--- config.mk ---
export PLATFORM = sky130hd
export DESIGN_NAME = npe_ecc_regs
export DESIGN_NICKNAME = d
export VERILOG_FILES = /design/src/npe_pkg.sv /design/src/npe_ecc_regs.sv
export SDC_FILE = /design/constraint.sdc
export NUM_CORES = 2
export LEC_CHECK = 0
export BUFFER_PORTS_ARGS = -buffer_cell sky130_fd_sc_hd__buf_2
export CORE_MARGIN = 2
export CORE_UTILIZATION = 53
export CTS_CLUSTER_DIAMETER = 120
export CTS_CLUSTER_SIZE = 25
export DETAILED_ROUTE_END_ITERATION = 7
export PLACE_DENSITY = 0.82
export SYNTH_ARGS = -nofsm -noshare
export SYNTH_HDL_FRONTEND = slang
export SYNTH_SLANG_ARGS = --single-unit
--- constraint.sdc ---
create_clock -name clk -period 2.9 [get_ports clk]
set_input_delay 0.145 -clock clk [delete_from_list [all_inputs] [get_ports clk]]
set_output_delay 0.145 -clock clk [all_outputs]
set_load 0.02 [all_outputs]
--- src/npe_pkg.sv ---
// Functional notes
// - Type top bit picks Hamming or RS code
// - Type 0 page, 1 256B, 2 512B
// - Sector multi-error flag set on several errors
// - Sector single-error flag set on one error
// - RS corrects one sub-page per run
// - RS multi-error bit set above four errors
// - Read/write command or soft reset clears it
// - RS error count 0 to 4, coded
// - 256B parity, zero bit, word, bit fields
// - 512B parity, word, bit fields
// - 512B mode: parity registers above PR7 unused
// - Word and bit loaded on single error
// - Eight 10-bit words form ten bytes
// - Redundancy byte in codeword low byte
// - Correction done flag, write-one clears it
package npe_pkg;
  localparam int NPE_SECTORS = 16;
  localparam int NPE_SECT_512 = 8;
  localparam int NPE_CW_BYTES = 80;
  localparam int NPE_RED_WORDS = 8;
  localparam int NPE_BYTES_PER_SUB = 10;
  localparam int NPE_RED_W = 10;
  localparam logic [11:0] NPE_OFS_CTRL = 12'h000;
  localparam logic [11:0] NPE_OFS_SR1 = 12'h008;
  localparam logic [11:0] NPE_OFS_PR0 = 12'h00c;
  localparam logic [11:0] NPE_OFS_PR1 = 12'h010;
  localparam logic [11:0] NPE_OFS_SR2 = 12'h014;
  localparam logic [11:0] NPE_OFS_PR2 = 12'h018;
  localparam logic [11:0] NPE_OFS_PR15 = 12'h04c;
  localparam logic [11:0] NPE_OFS_CW0 = 12'h050;
  localparam logic [11:0] NPE_OFS_CW79 = 12'h18c;
  localparam logic [11:0] NPE_OFS_IMASK = 12'h1b8;
  localparam logic [11:0] NPE_OFS_ISTAT = 12'h1bc;
  localparam logic [11:0] NPE_OFS_ICLR = 12'h1c0;
  localparam int NPE_CTRL_TYPE_LSB = 0;
  localparam int NPE_CTRL_START_BIT = 4;
  localparam int NPE_CTRL_SUB_LSB = 8;
  localparam logic [2:0] NPE_TYPE_PAGE = 3'h0;
  localparam logic [2:0] NPE_TYPE_S256 = 3'h1;
  localparam logic [2:0] NPE_TYPE_S512 = 3'h2;
  localparam int NPE_TYPE_RS_BIT = 2;
  localparam int NPE_PAR_LSB = 12;
  localparam int NPE_WORD_LSB = 3;
  localparam int NPE_RS_MULTI_BIT = 3;
  localparam int NPE_INT_DONE_BIT = 0;
  localparam logic [31:0] NPE_RST_VAL = 32'h0000_0000;

  typedef struct packed {
    logic valid;
    logic is_read;
    logic [3:0] sector;
    logic single;
    logic multi;
    logic [15:0] parity;
    logic [11:0] word;
    logic [2:0] bit_ofs;
  } npe_ham_res_t;

  typedef struct packed {
    logic valid;
    logic multi;
    logic [2:0] count;
  } npe_rs_res_t;

  typedef struct packed {
    logic valid;
    logic [2:0] sub;
    logic [2:0] idx;
    logic [9:0] word;
  } npe_red_t;

  typedef enum logic [1:0] {
    NPE_IDLE = 2'b01,
    NPE_RUN = 2'b10
  } npe_state_t;
endpackage

--- src/npe_ecc_regs.sv ---
`timescale 1ns/1ps
module npe_ecc_regs
  import npe_pkg::*;
(
  input wire logic clk,
  input wire logic arst_n,
  input wire logic hsel,
  input wire logic [31:0] haddr,
  input wire logic [1:0] htrans,
  input wire logic hwrite,
  input wire logic [2:0] hsize,
  input wire logic [31:0] hwdata,
  input wire logic hready,
  output logic [31:0] hrdata,
  output logic hreadyout,
  output logic hresp,
  input wire npe_ham_res_t ham_res,
  input wire npe_rs_res_t rs_res,
  input wire npe_red_t red_in,
  input wire logic cmd_detect,
  input wire logic soft_reset,
  input wire logic cor_done,
  output logic cor_start,
  output logic [2:0] cor_sub,
  output logic [2:0] correction_type,
  output logic irq
);
  logic [2:0] type_reg;
  logic [2:0] sub_reg;
  npe_state_t state_reg;
  logic start_req;
  logic cor_start_reg;
  logic [23:0] par_reg [NPE_SECTORS];
  logic [NPE_SECTORS-1:0] multi_reg;
  logic [NPE_SECTORS-1:0] single_reg;
  logic rs_multi_reg;
  logic [2:0] rs_count_reg;
  logic [79:0] stage_reg;
  logic [79:0] red_full;
  logic [7:0] cw_reg [NPE_CW_BYTES];
  logic done_reg;
  logic mask_reg;
  logic irq_reg;
  logic [31:0] hrdata_reg;
  logic wr_pend_reg;
  logic [11:0] wr_addr_reg;
  logic addr_ok;
  logic rd_istat;
  logic ham_mode;
  logic ham_take;
  logic ctrl_wr;
  logic [31:0] rd_val;

  assign addr_ok = hsel && htrans[1] && hready;
  assign rd_istat = addr_ok && !hwrite && (haddr[11:0] == NPE_OFS_ISTAT);
  assign ctrl_wr = wr_pend_reg && (wr_addr_reg == NPE_OFS_CTRL);
  assign ham_mode = !type_reg[NPE_TYPE_RS_BIT];
  assign ham_take = ham_res.valid && ham_mode &&
                    ((type_reg == NPE_TYPE_S256) ||
                     ((type_reg == NPE_TYPE_S512) && (ham_res.sector < 4'(NPE_SECT_512))) ||
                     ((type_reg == NPE_TYPE_PAGE) && (ham_res.sector == 4'h0)));
  assign start_req = ctrl_wr && hwdata[NPE_CTRL_START_BIT];

  // Bus write phase bookkeeping
  always_ff @(posedge clk or negedge arst_n) begin
    if (!arst_n) begin
      wr_pend_reg <= 1'b0;
      wr_addr_reg <= 12'h000;
    end else begin
      wr_pend_reg <= addr_ok && hwrite;
      wr_addr_reg <= haddr[11:0];
    end
  end

  always_ff @(posedge clk or negedge arst_n) begin
    if (!arst_n) begin
      hreadyout <= 1'b1;
      hresp <= 1'b0;
    end else begin
      hreadyout <= 1'b1;
      hresp <= 1'b0;
    end
  end

  // Control register
  always_ff @(posedge clk or negedge arst_n) begin
    if (!arst_n) begin
      type_reg <= NPE_TYPE_PAGE;
      sub_reg <= 3'h0;
    end else if (ctrl_wr) begin
      type_reg <= hwdata[NPE_CTRL_TYPE_LSB +: 3];
      sub_reg <= hwdata[NPE_CTRL_SUB_LSB +: 3];
    end
  end

  // One correction run at a time, for one sub-page
  always_ff @(posedge clk or negedge arst_n) begin
    if (!arst_n) begin
      state_reg <= NPE_IDLE;
      cor_start_reg <= 1'b0;
      cor_sub <= 3'h0;
    end else begin
      cor_start_reg <= 1'b0;
      unique case (state_reg)
        NPE_IDLE: begin
          if (start_req && type_reg[NPE_TYPE_RS_BIT]) begin
            state_reg <= NPE_RUN;
            cor_start_reg <= 1'b1;
            cor_sub <= hwdata[NPE_CTRL_SUB_LSB +: 3];
          end
        end
        NPE_RUN: begin
          if (cor_done || soft_reset) begin
            state_reg <= NPE_IDLE;
          end
        end
      endcase
    end
  end
  assign cor_start = cor_start_reg;

  always_ff @(posedge clk or negedge arst_n) begin
    if (!arst_n) begin
      correction_type <= NPE_TYPE_PAGE;
    end else begin
      correction_type <= type_reg;
    end
  end

  // Per-sector parity and error flags
  genvar n;
  generate
    for (n = 0; n < NPE_SECTORS; n++) begin : g_sec
      always_ff @(posedge clk or negedge arst_n) begin
        if (!arst_n) begin
          par_reg[n] <= NPE_RST_VAL[23:0];
          multi_reg[n] <= 1'b0;
          single_reg[n] <= 1'b0;
        end else if (ham_take && (ham_res.sector == 4'(n))) begin
          if (ham_res.is_read) begin
            multi_reg[n] <= ham_res.multi;
            single_reg[n] <= ham_res.single && !ham_res.multi;
            if (type_reg == NPE_TYPE_PAGE) begin
              par_reg[n] <= par_reg[n];
            end else if (ham_res.single && !ham_res.multi) begin
              if (type_reg == NPE_TYPE_S256) begin
                par_reg[n][11:0] <= {1'b0, ham_res.word[7:0], ham_res.bit_ofs};
              end else begin
                par_reg[n][11:0] <= {ham_res.word[8:0], ham_res.bit_ofs};
              end
            end else begin
              par_reg[n][11:0] <= 12'h000;
            end
          end else if (type_reg == NPE_TYPE_S256) begin
            par_reg[n] <= {1'b0, ham_res.parity[10:0], 12'h000};
          end else if (type_reg == NPE_TYPE_S512) begin
            par_reg[n] <= {ham_res.parity[11:0], 12'h000};
          end else begin
            par_reg[n] <= {8'h00, ham_res.parity};
          end
        end
      end
    end
  endgenerate

  // Page mode keeps the error location in the first parity register
  logic [14:0] page_loc_reg;
  always_ff @(posedge clk or negedge arst_n) begin
    if (!arst_n) begin
      page_loc_reg <= 15'h0000;
    end else if (ham_take && ham_res.is_read && (type_reg == NPE_TYPE_PAGE)) begin
      page_loc_reg <= ham_res.single ? {ham_res.word, ham_res.bit_ofs} : 15'h0000;
    end
  end

  // Reed-Solomon status
  always_ff @(posedge clk or negedge arst_n) begin
    if (!arst_n) begin
      rs_multi_reg <= 1'b0;
      rs_count_reg <= 3'h0;
    end else if (rs_res.valid && type_reg[NPE_TYPE_RS_BIT]) begin
      rs_multi_reg <= rs_res.multi;
      rs_count_reg <= rs_res.multi ? 3'h0 : rs_res.count;
    end else if (cmd_detect || soft_reset) begin
      rs_multi_reg <= 1'b0;
    end
  end

  // Redundancy words packed into bytes
  always_comb begin
    red_full = stage_reg;
    red_full[red_in.idx * NPE_RED_W +: NPE_RED_W] = red_in.word;
  end

  always_ff @(posedge clk or negedge arst_n) begin
    if (!arst_n) begin
      stage_reg <= 80'h0;
    end else if (red_in.valid && type_reg[NPE_TYPE_RS_BIT]) begin
      stage_reg <= red_full;
    end
  end

  genvar k;
  generate
    for (k = 0; k < NPE_CW_BYTES; k++) begin : g_cw
      always_ff @(posedge clk or negedge arst_n) begin
        if (!arst_n) begin
          cw_reg[k] <= 8'h00;
        end else if (red_in.valid && type_reg[NPE_TYPE_RS_BIT] &&
                     (red_in.idx == 3'(NPE_RED_WORDS - 1)) &&
                     (red_in.sub == 3'(k / NPE_BYTES_PER_SUB))) begin
          cw_reg[k] <= red_full[8 * (k % NPE_BYTES_PER_SUB) +: 8];
        end
      end
    end
  endgenerate

  // Interrupt status, mask and output
  always_ff @(posedge clk or negedge arst_n) begin
    if (!arst_n) begin
      done_reg <= 1'b0;
    end else if (cor_done) begin
      done_reg <= 1'b1;
    end else if (rd_istat ||
                 (wr_pend_reg && (wr_addr_reg == NPE_OFS_ICLR) &&
                  hwdata[NPE_INT_DONE_BIT])) begin
      done_reg <= 1'b0;
    end
  end

  always_ff @(posedge clk or negedge arst_n) begin
    if (!arst_n) begin
      mask_reg <= 1'b0;
    end else if (wr_pend_reg && (wr_addr_reg == NPE_OFS_IMASK)) begin
      mask_reg <= hwdata[NPE_INT_DONE_BIT];
    end
  end

  always_ff @(posedge clk or negedge arst_n) begin
    if (!arst_n) begin
      irq_reg <= 1'b0;
    end else begin
      irq_reg <= done_reg && mask_reg;
    end
  end
  assign irq = irq_reg;

  // Read mux
  function automatic logic [31:0] sec_status(input int base);
    logic [31:0] v;
    v = 32'h0;
    for (int i = 0; i < 8; i++) begin
      v[4 * i +: 3] = {multi_reg[base + i], single_reg[base + i],
                       single_reg[base + i]};
    end
    return v;
  endfunction

  function automatic logic [31:0] pr_read(input int idx);
    logic [31:0] v;
    v = 32'h0;
    if (type_reg == NPE_TYPE_PAGE) begin
      if (idx == 0) begin
        v = {17'h0, page_loc_reg};
      end else if (idx == 1) begin
        v = {16'h0, par_reg[0][15:0]};
      end
    end else if (ham_mode && !((type_reg == NPE_TYPE_S512) && (idx >= NPE_SECT_512))) begin
      v = {8'h00, par_reg[idx]};
    end
    return v;
  endfunction

  always_comb begin
    logic [11:0] a;
    int cw_i;
    int pr_i;
    a = haddr[11:0];
    cw_i = (int'(a) - int'(NPE_OFS_CW0)) / 4;
    pr_i = (int'(a) - int'(NPE_OFS_PR2)) / 4 + 2;
    rd_val = 32'h0;
    if (a[1:0] == 2'b00) begin
      if (a == NPE_OFS_CTRL) begin
        rd_val = {21'h0, sub_reg, 5'h0, type_reg};
      end else if (a == NPE_OFS_SR1) begin
        if (type_reg[NPE_TYPE_RS_BIT]) begin
          rd_val = {28'h0, rs_multi_reg, rs_count_reg};
        end else begin
          rd_val = sec_status(0);
        end
      end else if (a == NPE_OFS_SR2) begin
        rd_val = ham_mode ? sec_status(8) : 32'h0;
      end else if (a == NPE_OFS_PR0) begin
        rd_val = pr_read(0);
      end else if (a == NPE_OFS_PR1) begin
        rd_val = pr_read(1);
      end else if ((a >= NPE_OFS_PR2) && (a <= NPE_OFS_PR15)) begin
        rd_val = pr_read(pr_i);
      end else if ((a >= NPE_OFS_CW0) && (a <= NPE_OFS_CW79)) begin
        rd_val = {24'h0, cw_reg[cw_i]};
      end else if (a == NPE_OFS_IMASK) begin
        rd_val = {31'h0, mask_reg};
      end else if (a == NPE_OFS_ISTAT) begin
        rd_val = {31'h0, done_reg};
      end
    end
  end

  always_ff @(posedge clk or negedge arst_n) begin
    if (!arst_n) begin
      hrdata_reg <= NPE_RST_VAL;
    end else if (addr_ok && !hwrite) begin
      hrdata_reg <= rd_val;
    end
  end
  assign hrdata = hrdata_reg;

  // Checks
  a_mode_select: assert property (@(posedge clk) disable iff (!arst_n)
    (rs_res.valid && !type_reg[NPE_TYPE_RS_BIT] && !cmd_detect && !soft_reset)
      |=> $stable(rs_multi_reg) && $stable(rs_count_reg))
    else $error("RS status moved in Hamming mode");
  a_page_only: assert property (@(posedge clk) disable iff (!arst_n)
    (ham_res.valid && (type_reg == NPE_TYPE_PAGE) && (ham_res.sector != 4'h0))
      |=> $stable(multi_reg) && $stable(single_reg))
    else $error("Page mode touched another sector");
  a_multi_flag: assert property (@(posedge clk) disable iff (!arst_n)
    (ham_take && ham_res.is_read && ham_res.multi) |=> multi_reg[$past(ham_res.sector)])
    else $error("Sector multi error not set");
  a_single_flag: assert property (@(posedge clk) disable iff (!arst_n)
    (ham_take && ham_res.is_read && !ham_res.single && !ham_res.multi)
      |=> !single_reg[$past(ham_res.sector)] && !multi_reg[$past(ham_res.sector)])
    else $error("Sector flag set with no error");
  a_run_once: assert property (@(posedge clk) disable iff (!arst_n)
    (state_reg == NPE_RUN) |=> !cor_start_reg)
    else $error("Second run started");
  a_rs_multi: assert property (@(posedge clk) disable iff (!arst_n)
    (rs_res.valid && type_reg[NPE_TYPE_RS_BIT] && rs_res.multi) |=> rs_multi_reg ##1 1'b1)
    else $error("RS multi error not set");
  a_rs_clear: assert property (@(posedge clk) disable iff (!arst_n)
    (cmd_detect && !rs_res.valid) |=> !rs_multi_reg)
    else $error("RS multi error not cleared");
  a_rs_count: assert property (@(posedge clk) disable iff (!arst_n)
    rs_multi_reg |-> (rs_count_reg == 3'h0))
    else $error("Count shown with multi error");
  a_par_256: assert property (@(posedge clk) disable iff (!arst_n)
    (ham_take && !ham_res.is_read && (type_reg == NPE_TYPE_S256))
      |=> (par_reg[$past(ham_res.sector)][22:12] == $past(ham_res.parity[10:0])) &&
          !par_reg[$past(ham_res.sector)][11])
    else $error("256 byte parity layout wrong");
  a_par_512: assert property (@(posedge clk) disable iff (!arst_n)
    (ham_take && !ham_res.is_read && (type_reg == NPE_TYPE_S512))
      |=> (par_reg[$past(ham_res.sector)] == {$past(ham_res.parity[11:0]), 12'h000}))
    else $error("512 byte parity layout wrong");
  a_word_load: assert property (@(posedge clk) disable iff (!arst_n)
    (ham_take && ham_res.is_read && ham_res.single && !ham_res.multi &&
     (type_reg == NPE_TYPE_S512))
      |=> (par_reg[$past(ham_res.sector)][11:0] ==
           {$past(ham_res.word[8:0]), $past(ham_res.bit_ofs)}))
    else $error("Error location not loaded");
  a_page_parity: assert property (@(posedge clk) disable iff (!arst_n)
    (ham_take && ham_res.is_read && (type_reg == NPE_TYPE_PAGE)) |=> $stable(par_reg[0]))
    else $error("Page parity overwritten");
  a_hi_unused: assert property (@(posedge clk) disable iff (!arst_n)
    (ham_res.valid && (type_reg == NPE_TYPE_S512) && ham_res.sector[3]) |=> $stable(multi_reg))
    else $error("Unused sector written");
  a_done_set: assert property (@(posedge clk) disable iff (!arst_n)
    cor_done |=> done_reg ##1 (irq_reg || !mask_reg || !done_reg))
    else $error("Done flag or interrupt missing");
endmodule

# == After elaboration in Yosys (flattened, before gate mapping) ==
# Cells that the tools add are included.
# word_totals
regBits,1218
out_inout_bits,42
inputBits,138
wordCells,400
# op_classes
n_shift,2
reduce_logical,120
bitwise,5
n_mux,59
mul,1
n_addsub,6
n_lt_le_gt_ge,8
eq_ne,39
# ops
op,n
2-to-1 mux 32 bit,8
2-to-1 mux 12 bit,19
2-to-1 mux 24 bit,9
AND reduction 2 bit,50
binary-select mux 24 bit (select 4 bit),1
bitwise mux 80 bit,1
variable shift 10 x 34 -> 80 bit (first input constant),1
indexed part select 10 x 34 -> 80 bit,1
adder 32 x 1 -> 32 bit,2
>= comparator 32 x 5 -> 1 bit (second input constant),2
inverter 32 bit,2
2-to-1 mux 31 bit,2
binary-select mux 8 bit (select 7 bit),1
logical AND 1 bit,50
equality test 12 x 9 -> 1 bit (second input constant),4
negation 7 -> 34 bit,1
adder 32 x 3 -> 32 bit (second input constant),1
equality test 32 x 2 -> 1 bit (second input constant),1
equality test 4 bit (second input constant),8
>= comparator 32 x 8 -> 1 bit (second input constant),1
zero test 32 bit,1
2-to-1 mux 16 bit,2
equality test 12 x 4 -> 1 bit (second input constant),2
equality test 12 x 5 -> 1 bit (second input constant),2
33 further kinds,68

# == Depth between registers and ports, before layout ==
# depth
word_depth,18
mapped_depth,24
depth_no_buf,20

# == Worst setup path after synthesis ==
# Ideal clock, no wire load.
# synth_path
path_kind,input -> register
start,input port haddr[5]
end,register hrdata_reg[23] (netlist: hrdata[23])
arrival_time_ns,5.134
path_slack_ns,-2.326
n_path_buf,4
cell_stages,24
required_ns,2.808
setup_ns,0.092
path_cell_list,buf_2 inv_1 ha_1 a2111o_1 buf_6 nor4_4 nor2b_1 ha_1 inv_1 ha_1 or3_1 or2_2 nor3_1 inv_1 ha_1 nor4bb_1 nand3_1 a21o_1 or4_1 buf_2 a211oi_4 buf_6 a221oi_2 o31ai_2
# synth_via
elab_chain_len,17
elab_cells_between_ends,29
cone_classes,3 x add/sub; 3 x order compare; 4 x eq/ne; 12 x mux; 2 x bitwise; 5 x reduce/logical
# synth_lines
element,line_no,source
from (decl),npe_ecc_regs.sv:8,"input wire logic [31:0] haddr,"
subtractor 12 x 5 -> 13 bit,npe_ecc_regs.sv:280,pr_i = (int'(a) - int'(NPE_OFS_PR2)) / 4 + 2;
bitwise AND 1 bit (no line),--,
adder 32 x 1 -> 32 bit (no line),--,
adder 32 x 3 -> 32 bit,npe_ecc_regs.sv:280,
>= comparator 32 x 5 -> 1 bit / inverter 32 bit (equally long branches),"npe_ecc_regs.sv:268, npe_ecc_regs.sv:269",
logical AND 1 bit / binary-select mux 24 bit (select 4 bit) (equally long branches),"npe_ecc_regs.sv:268, npe_ecc_regs.sv:269",
zero test 1 bit / 2-to-1 mux 24 bit (equally long branches),"npe_ecc_regs.sv:268, npe_ecc_regs.sv:269",
logical AND 1 bit / 2-to-1 mux 24 bit (equally long branches),"npe_ecc_regs.sv:268, npe_ecc_regs.sv:269",
2-to-1 mux 24 bit,npe_ecc_regs.sv:268,end else if (ham_mode && !((type_reg == NPE_TYPE_S512) && (idx >= NPE_SECT_512))) begin
2-to-1 mux 32 bit,npe_ecc_regs.sv:262,if (type_reg == NPE_TYPE_PAGE) begin
2-to-1 mux 32 bit,npe_ecc_regs.sv:297,end else if ((a >= NPE_OFS_PR2) && (a <= NPE_OFS_PR15)) begin
2-to-1 mux 32 bit,npe_ecc_regs.sv:295,end else if (a == NPE_OFS_PR1) begin
2-to-1 mux 32 bit,npe_ecc_regs.sv:293,end else if (a == NPE_OFS_PR0) begin
2-to-1 mux 32 bit,npe_ecc_regs.sv:291,end else if (a == NPE_OFS_SR2) begin
2-to-1 mux 32 bit,npe_ecc_regs.sv:285,end else if (a == NPE_OFS_SR1) begin
2-to-1 mux 32 bit (*),npe_ecc_regs.sv:283,if (a == NPE_OFS_CTRL) begin
2-to-1 mux 32 bit (*),npe_ecc_regs.sv:282,if (a[1:0] == 2'b00) begin
to (signal assigned),npe_ecc_regs.sv:313,hrdata_reg <= rd_val;
to (decl),npe_ecc_regs.sv:44,logic [31:0] hrdata_reg;
# Every way passes the cells marked *; elsewhere a longest branch is shown, timed or not. The select of a mux whose other input is x is not followed.
# A chain may end at the register's enable or synchronous reset.

# == Worst setup path in the final report ==
# layout_path
start,input port haddr[5]
end,register hrdata_reg[18] (netlist: hrdata[18])
# Same word-level chain as after synthesis.

==> results.toml <==
[detailed_routing]
drt-pass1-iter-count = 8
ant_nets = 0
vias_per_cell = 6.38
route.detailed.drc = 0
drt_wl_total_um = 172000
dr.first_iter.drc_count = 5853
vias = 45500
wl_per_cell_um = 24.1

[global_route]
antenna_found_initial = 12
grt_pass1_wl_um = 268000
grt_max_degree = 153
track_usage_pct = 31.9
grt_overflow = 0
grt_pass1_vias = 45500

[pwr]
pwr-share-clk_pct = 27.1
intPower_mw = 23.7
p_sw_mw = 9.75
vdd.ir_drop.worst_v = 0.000734
p_seq_share_pct = 55.3
p_total_mw = 33.5
swShare_pct = 29.1
powerDensity_mw_per_mm2 = 516
power_frac_comb_pct = 17.7
p_leak_nw = 28.8

[finish]
stdcell_area_mm2 = 0.0648
area_delta_synth_final_pct = 15.4
nets = 5888
drive_gt1_share_pct = 21.3
largest_register_ff_count = 640

[placed_design]
dpl_worst_slack_ns = -2.21
gp_congestion = 0.976
post-dp-hpwl_um = 117000
placed_area_mm2 = 0.0621
numPortBuffers = 126

[floorplan]
initial_utilization_pct = 53.4
io-pin-count = 180
rows = 119
die_area_mm2 = 0.109
die_height_um = 330
die_w_um = 330
core_mm2 = 0.105

[timing]
finalClockSkew_ns = 0.0728
fin_ws_ns = -0.988
fmax_mhz = 257
fin_crit_ns = 3.89
min_period_over_period_pct = 134
timing_hold_violations_final = 0
setup_viol = 24
drv_slew = 0
rsz0062_at_grt = "true"
max_slew_margin_pct = 31.0
fin_setup_tns_ns = -22.14
worst_slew_pin_slew_ns = 1.03

[hold_path]
min-delay-path-class = "in -> reg"

[setup_path]
critPathCaptureType = "flop"
r2r-end = "state_reg[0]"
cp-startpoint = "haddr[5]"
worstPathRequired_ns = 3.57
r2r-start = "wr_addr_reg[9]"
worstPathArrival_ns = 4.56
ff2ff_path_depth = 9
endpoint = "hrdata[18]"
criticalPathCategory = "in -> reg"
crit_path_start_kind = "primary input"
reg2reg_slack_ns = 0.07
worst-path-max-fanout = 6

[cts]
cts.path.max_buffers = 3
clkSinkCount = 1214
clk_latency_ns = 0.76
clk_pin_slew_ns = 0.10
cts_buffers = 55
tritoncts = "done"
h-tree-depth = 2
cts-root-buf = "clkbuf_16"

[outcome]
outcome = "finished, violations left"
violations = "negative setup slack"

[yosys]
post-synth-top-count-cell = "nand2_1"
synthesis.instances = 5312
ys_top_cells_by_area = "dfrtp_1, mux4_2, o21ai_0"
synthArstFlopShare_pct = 100
synth_seq_area_share_pct = 54.1
ys_warn_count = 0
synth.top_cells.by_count = "nand2_1, dfrtp_1, o21ai_0"
ys_ff_latch = 1214
synth_top_cell_by_area = "dfrtp_1"
synthFlopType = "dfrtp_1"
synth_edf_count = 0
synthDistinctLibCells = 85
syn_area_mm2 = 0.0562
synth_top_area_share_pct = 54.0
synth_area_per_cell_um2 = 10.6

[job]
cap_viol_max_count = 0
## power by group through the flow
stage / combinational [mW] / clock [mW] / sequential [mW]
finish: 5.92 / 9.06 / 18.5
CTS: 5.77 / 9.07 / 18.5
detailed placement: 5.60 / 0 / 18.8
global route: 6.29 / 9.69 / 18.6
floorplan: 2.66 / 0 / 18.6
global placement: 5.43 / 0 / 18.7
## what timing repair did
action	CTS	global route
pin swaps	24	3
setup endpoints to repair	24	28
endpoints found under the hold margin	1068	0
buffers inserted	4	7
resized for setup	26	11
hold buffers	92	0
## worst min-delay path by stage
stage,from,endpoint,slack (ns),depth (start not counted)
after detailed placement,arst_n,cw_reg[485],0.09,1
after global placement,arst_n,cw_reg[485],0.07,1
after CTS,ham_res[36],single_reg[14],0.005,5
after global routing,red_in[14],cw_reg[322],0.06,3
final,red_in[14],cw_reg[370],0.03,3
after floorplan,arst_n,cor_start,-0.15,0
## kinds of logic after synthesis
logic type	Yosys count	synth area share, %
XOR/XNOR	17	0.265
other	2	0.0134
adder cells (fa/ha/maj)	29	0.642
buffers and inverters	461	3.21
flip-flops	1214	54.1
AO/OA/AOI/OAI	1467	14.7
AND/OR/NAND/NOR	1650	12.3
multiplexers	472	14.9
## final cells by class
cell class | instances | area, um2
fillers | 7872 | 40400
well taps | 1391 | 1740
multi-input cells | 3639 | 24500
inverters | 42 | 163
clock inverters | 5 | 98.8
diodes | 6 | 15.0
clock buffers | 65 | 1420
flip-flops and latches | 1214 | 30400
repair buffers | 770 | 6490
## stage by stage
step | cells | hold WS [ns] | utilization, %
detailed placement | 6953 | 0.0890 | 59.0
global placement | 6953 | 0.0698 | 59.0
finish | 7132 | 0.0342 | 61.6
CTS | 7119 | 0.00483 | 61.5
floorplan | 5314 | -0.151 | -
global route | 7129 | 0.0616 | 61.6
## critical path, cell delays in order
cell and delay, ns:
buf_8 0.08, inv_6 0.03, ha_4 0.14, a2111o_1 0.46, nor4_4 0.20, nor2b_4 0.21, ha_4 0.16, inv_2 0.04
ha_4 0.14, or3_4 0.38, or2_4 0.26, nor3_4 0.20, nand2_2 0.10, ha_4 0.17, nor4bb_2 0.25, nand3_1 0.11
a21o_1 0.21, or4_4 0.47, a211oi_4 0.30, buf_12 0.16, buf_12 0.12, a31oi_1 0.08, o21ai_1 0.14
## layer usage
metal / GRT usage (%) / vias to the layer above / wire length [um]
met2: 49.8 / 2571 / 79200
met5: 0 / - / 76
li1: - / 19600 / -
met3: 6.49 / 646 / 17500
met4: 16.0 / 12 / 9860
met1: 43.0 / 22700 / 65400
## layout by cell type (no fill, tap or decap), types with 17 or more instances in the layout
cell,netlist,layout
nand2_1,1238,1227
dfrtp_1,1213,1212
o21ai_0,1081,1076
buf_4,6,492
mux4_2,280,280
buf_2,26,123
nor2_1,124,122
mux2i_1,101,97
mux2_2,91,91
dlygate4sd3_1,0,91
a21oi_1,91,88
buf_12,0,61
nand3_1,60,58
clkbuf_16,0,55
a22oi_1,49,48
nor3_1,48,42
inv_1,41,37
a22o_1,32,32
and2_1,30,30
a221oi_1,27,27
a211oi_1,24,23
o22ai_1,22,22
nand2b_1,19,19
or2_2,20,19
ha_1,28,19
or3_1,20,18
a31oi_1,19,17
No activity file was read; power rests on OpenSTA's default activity.
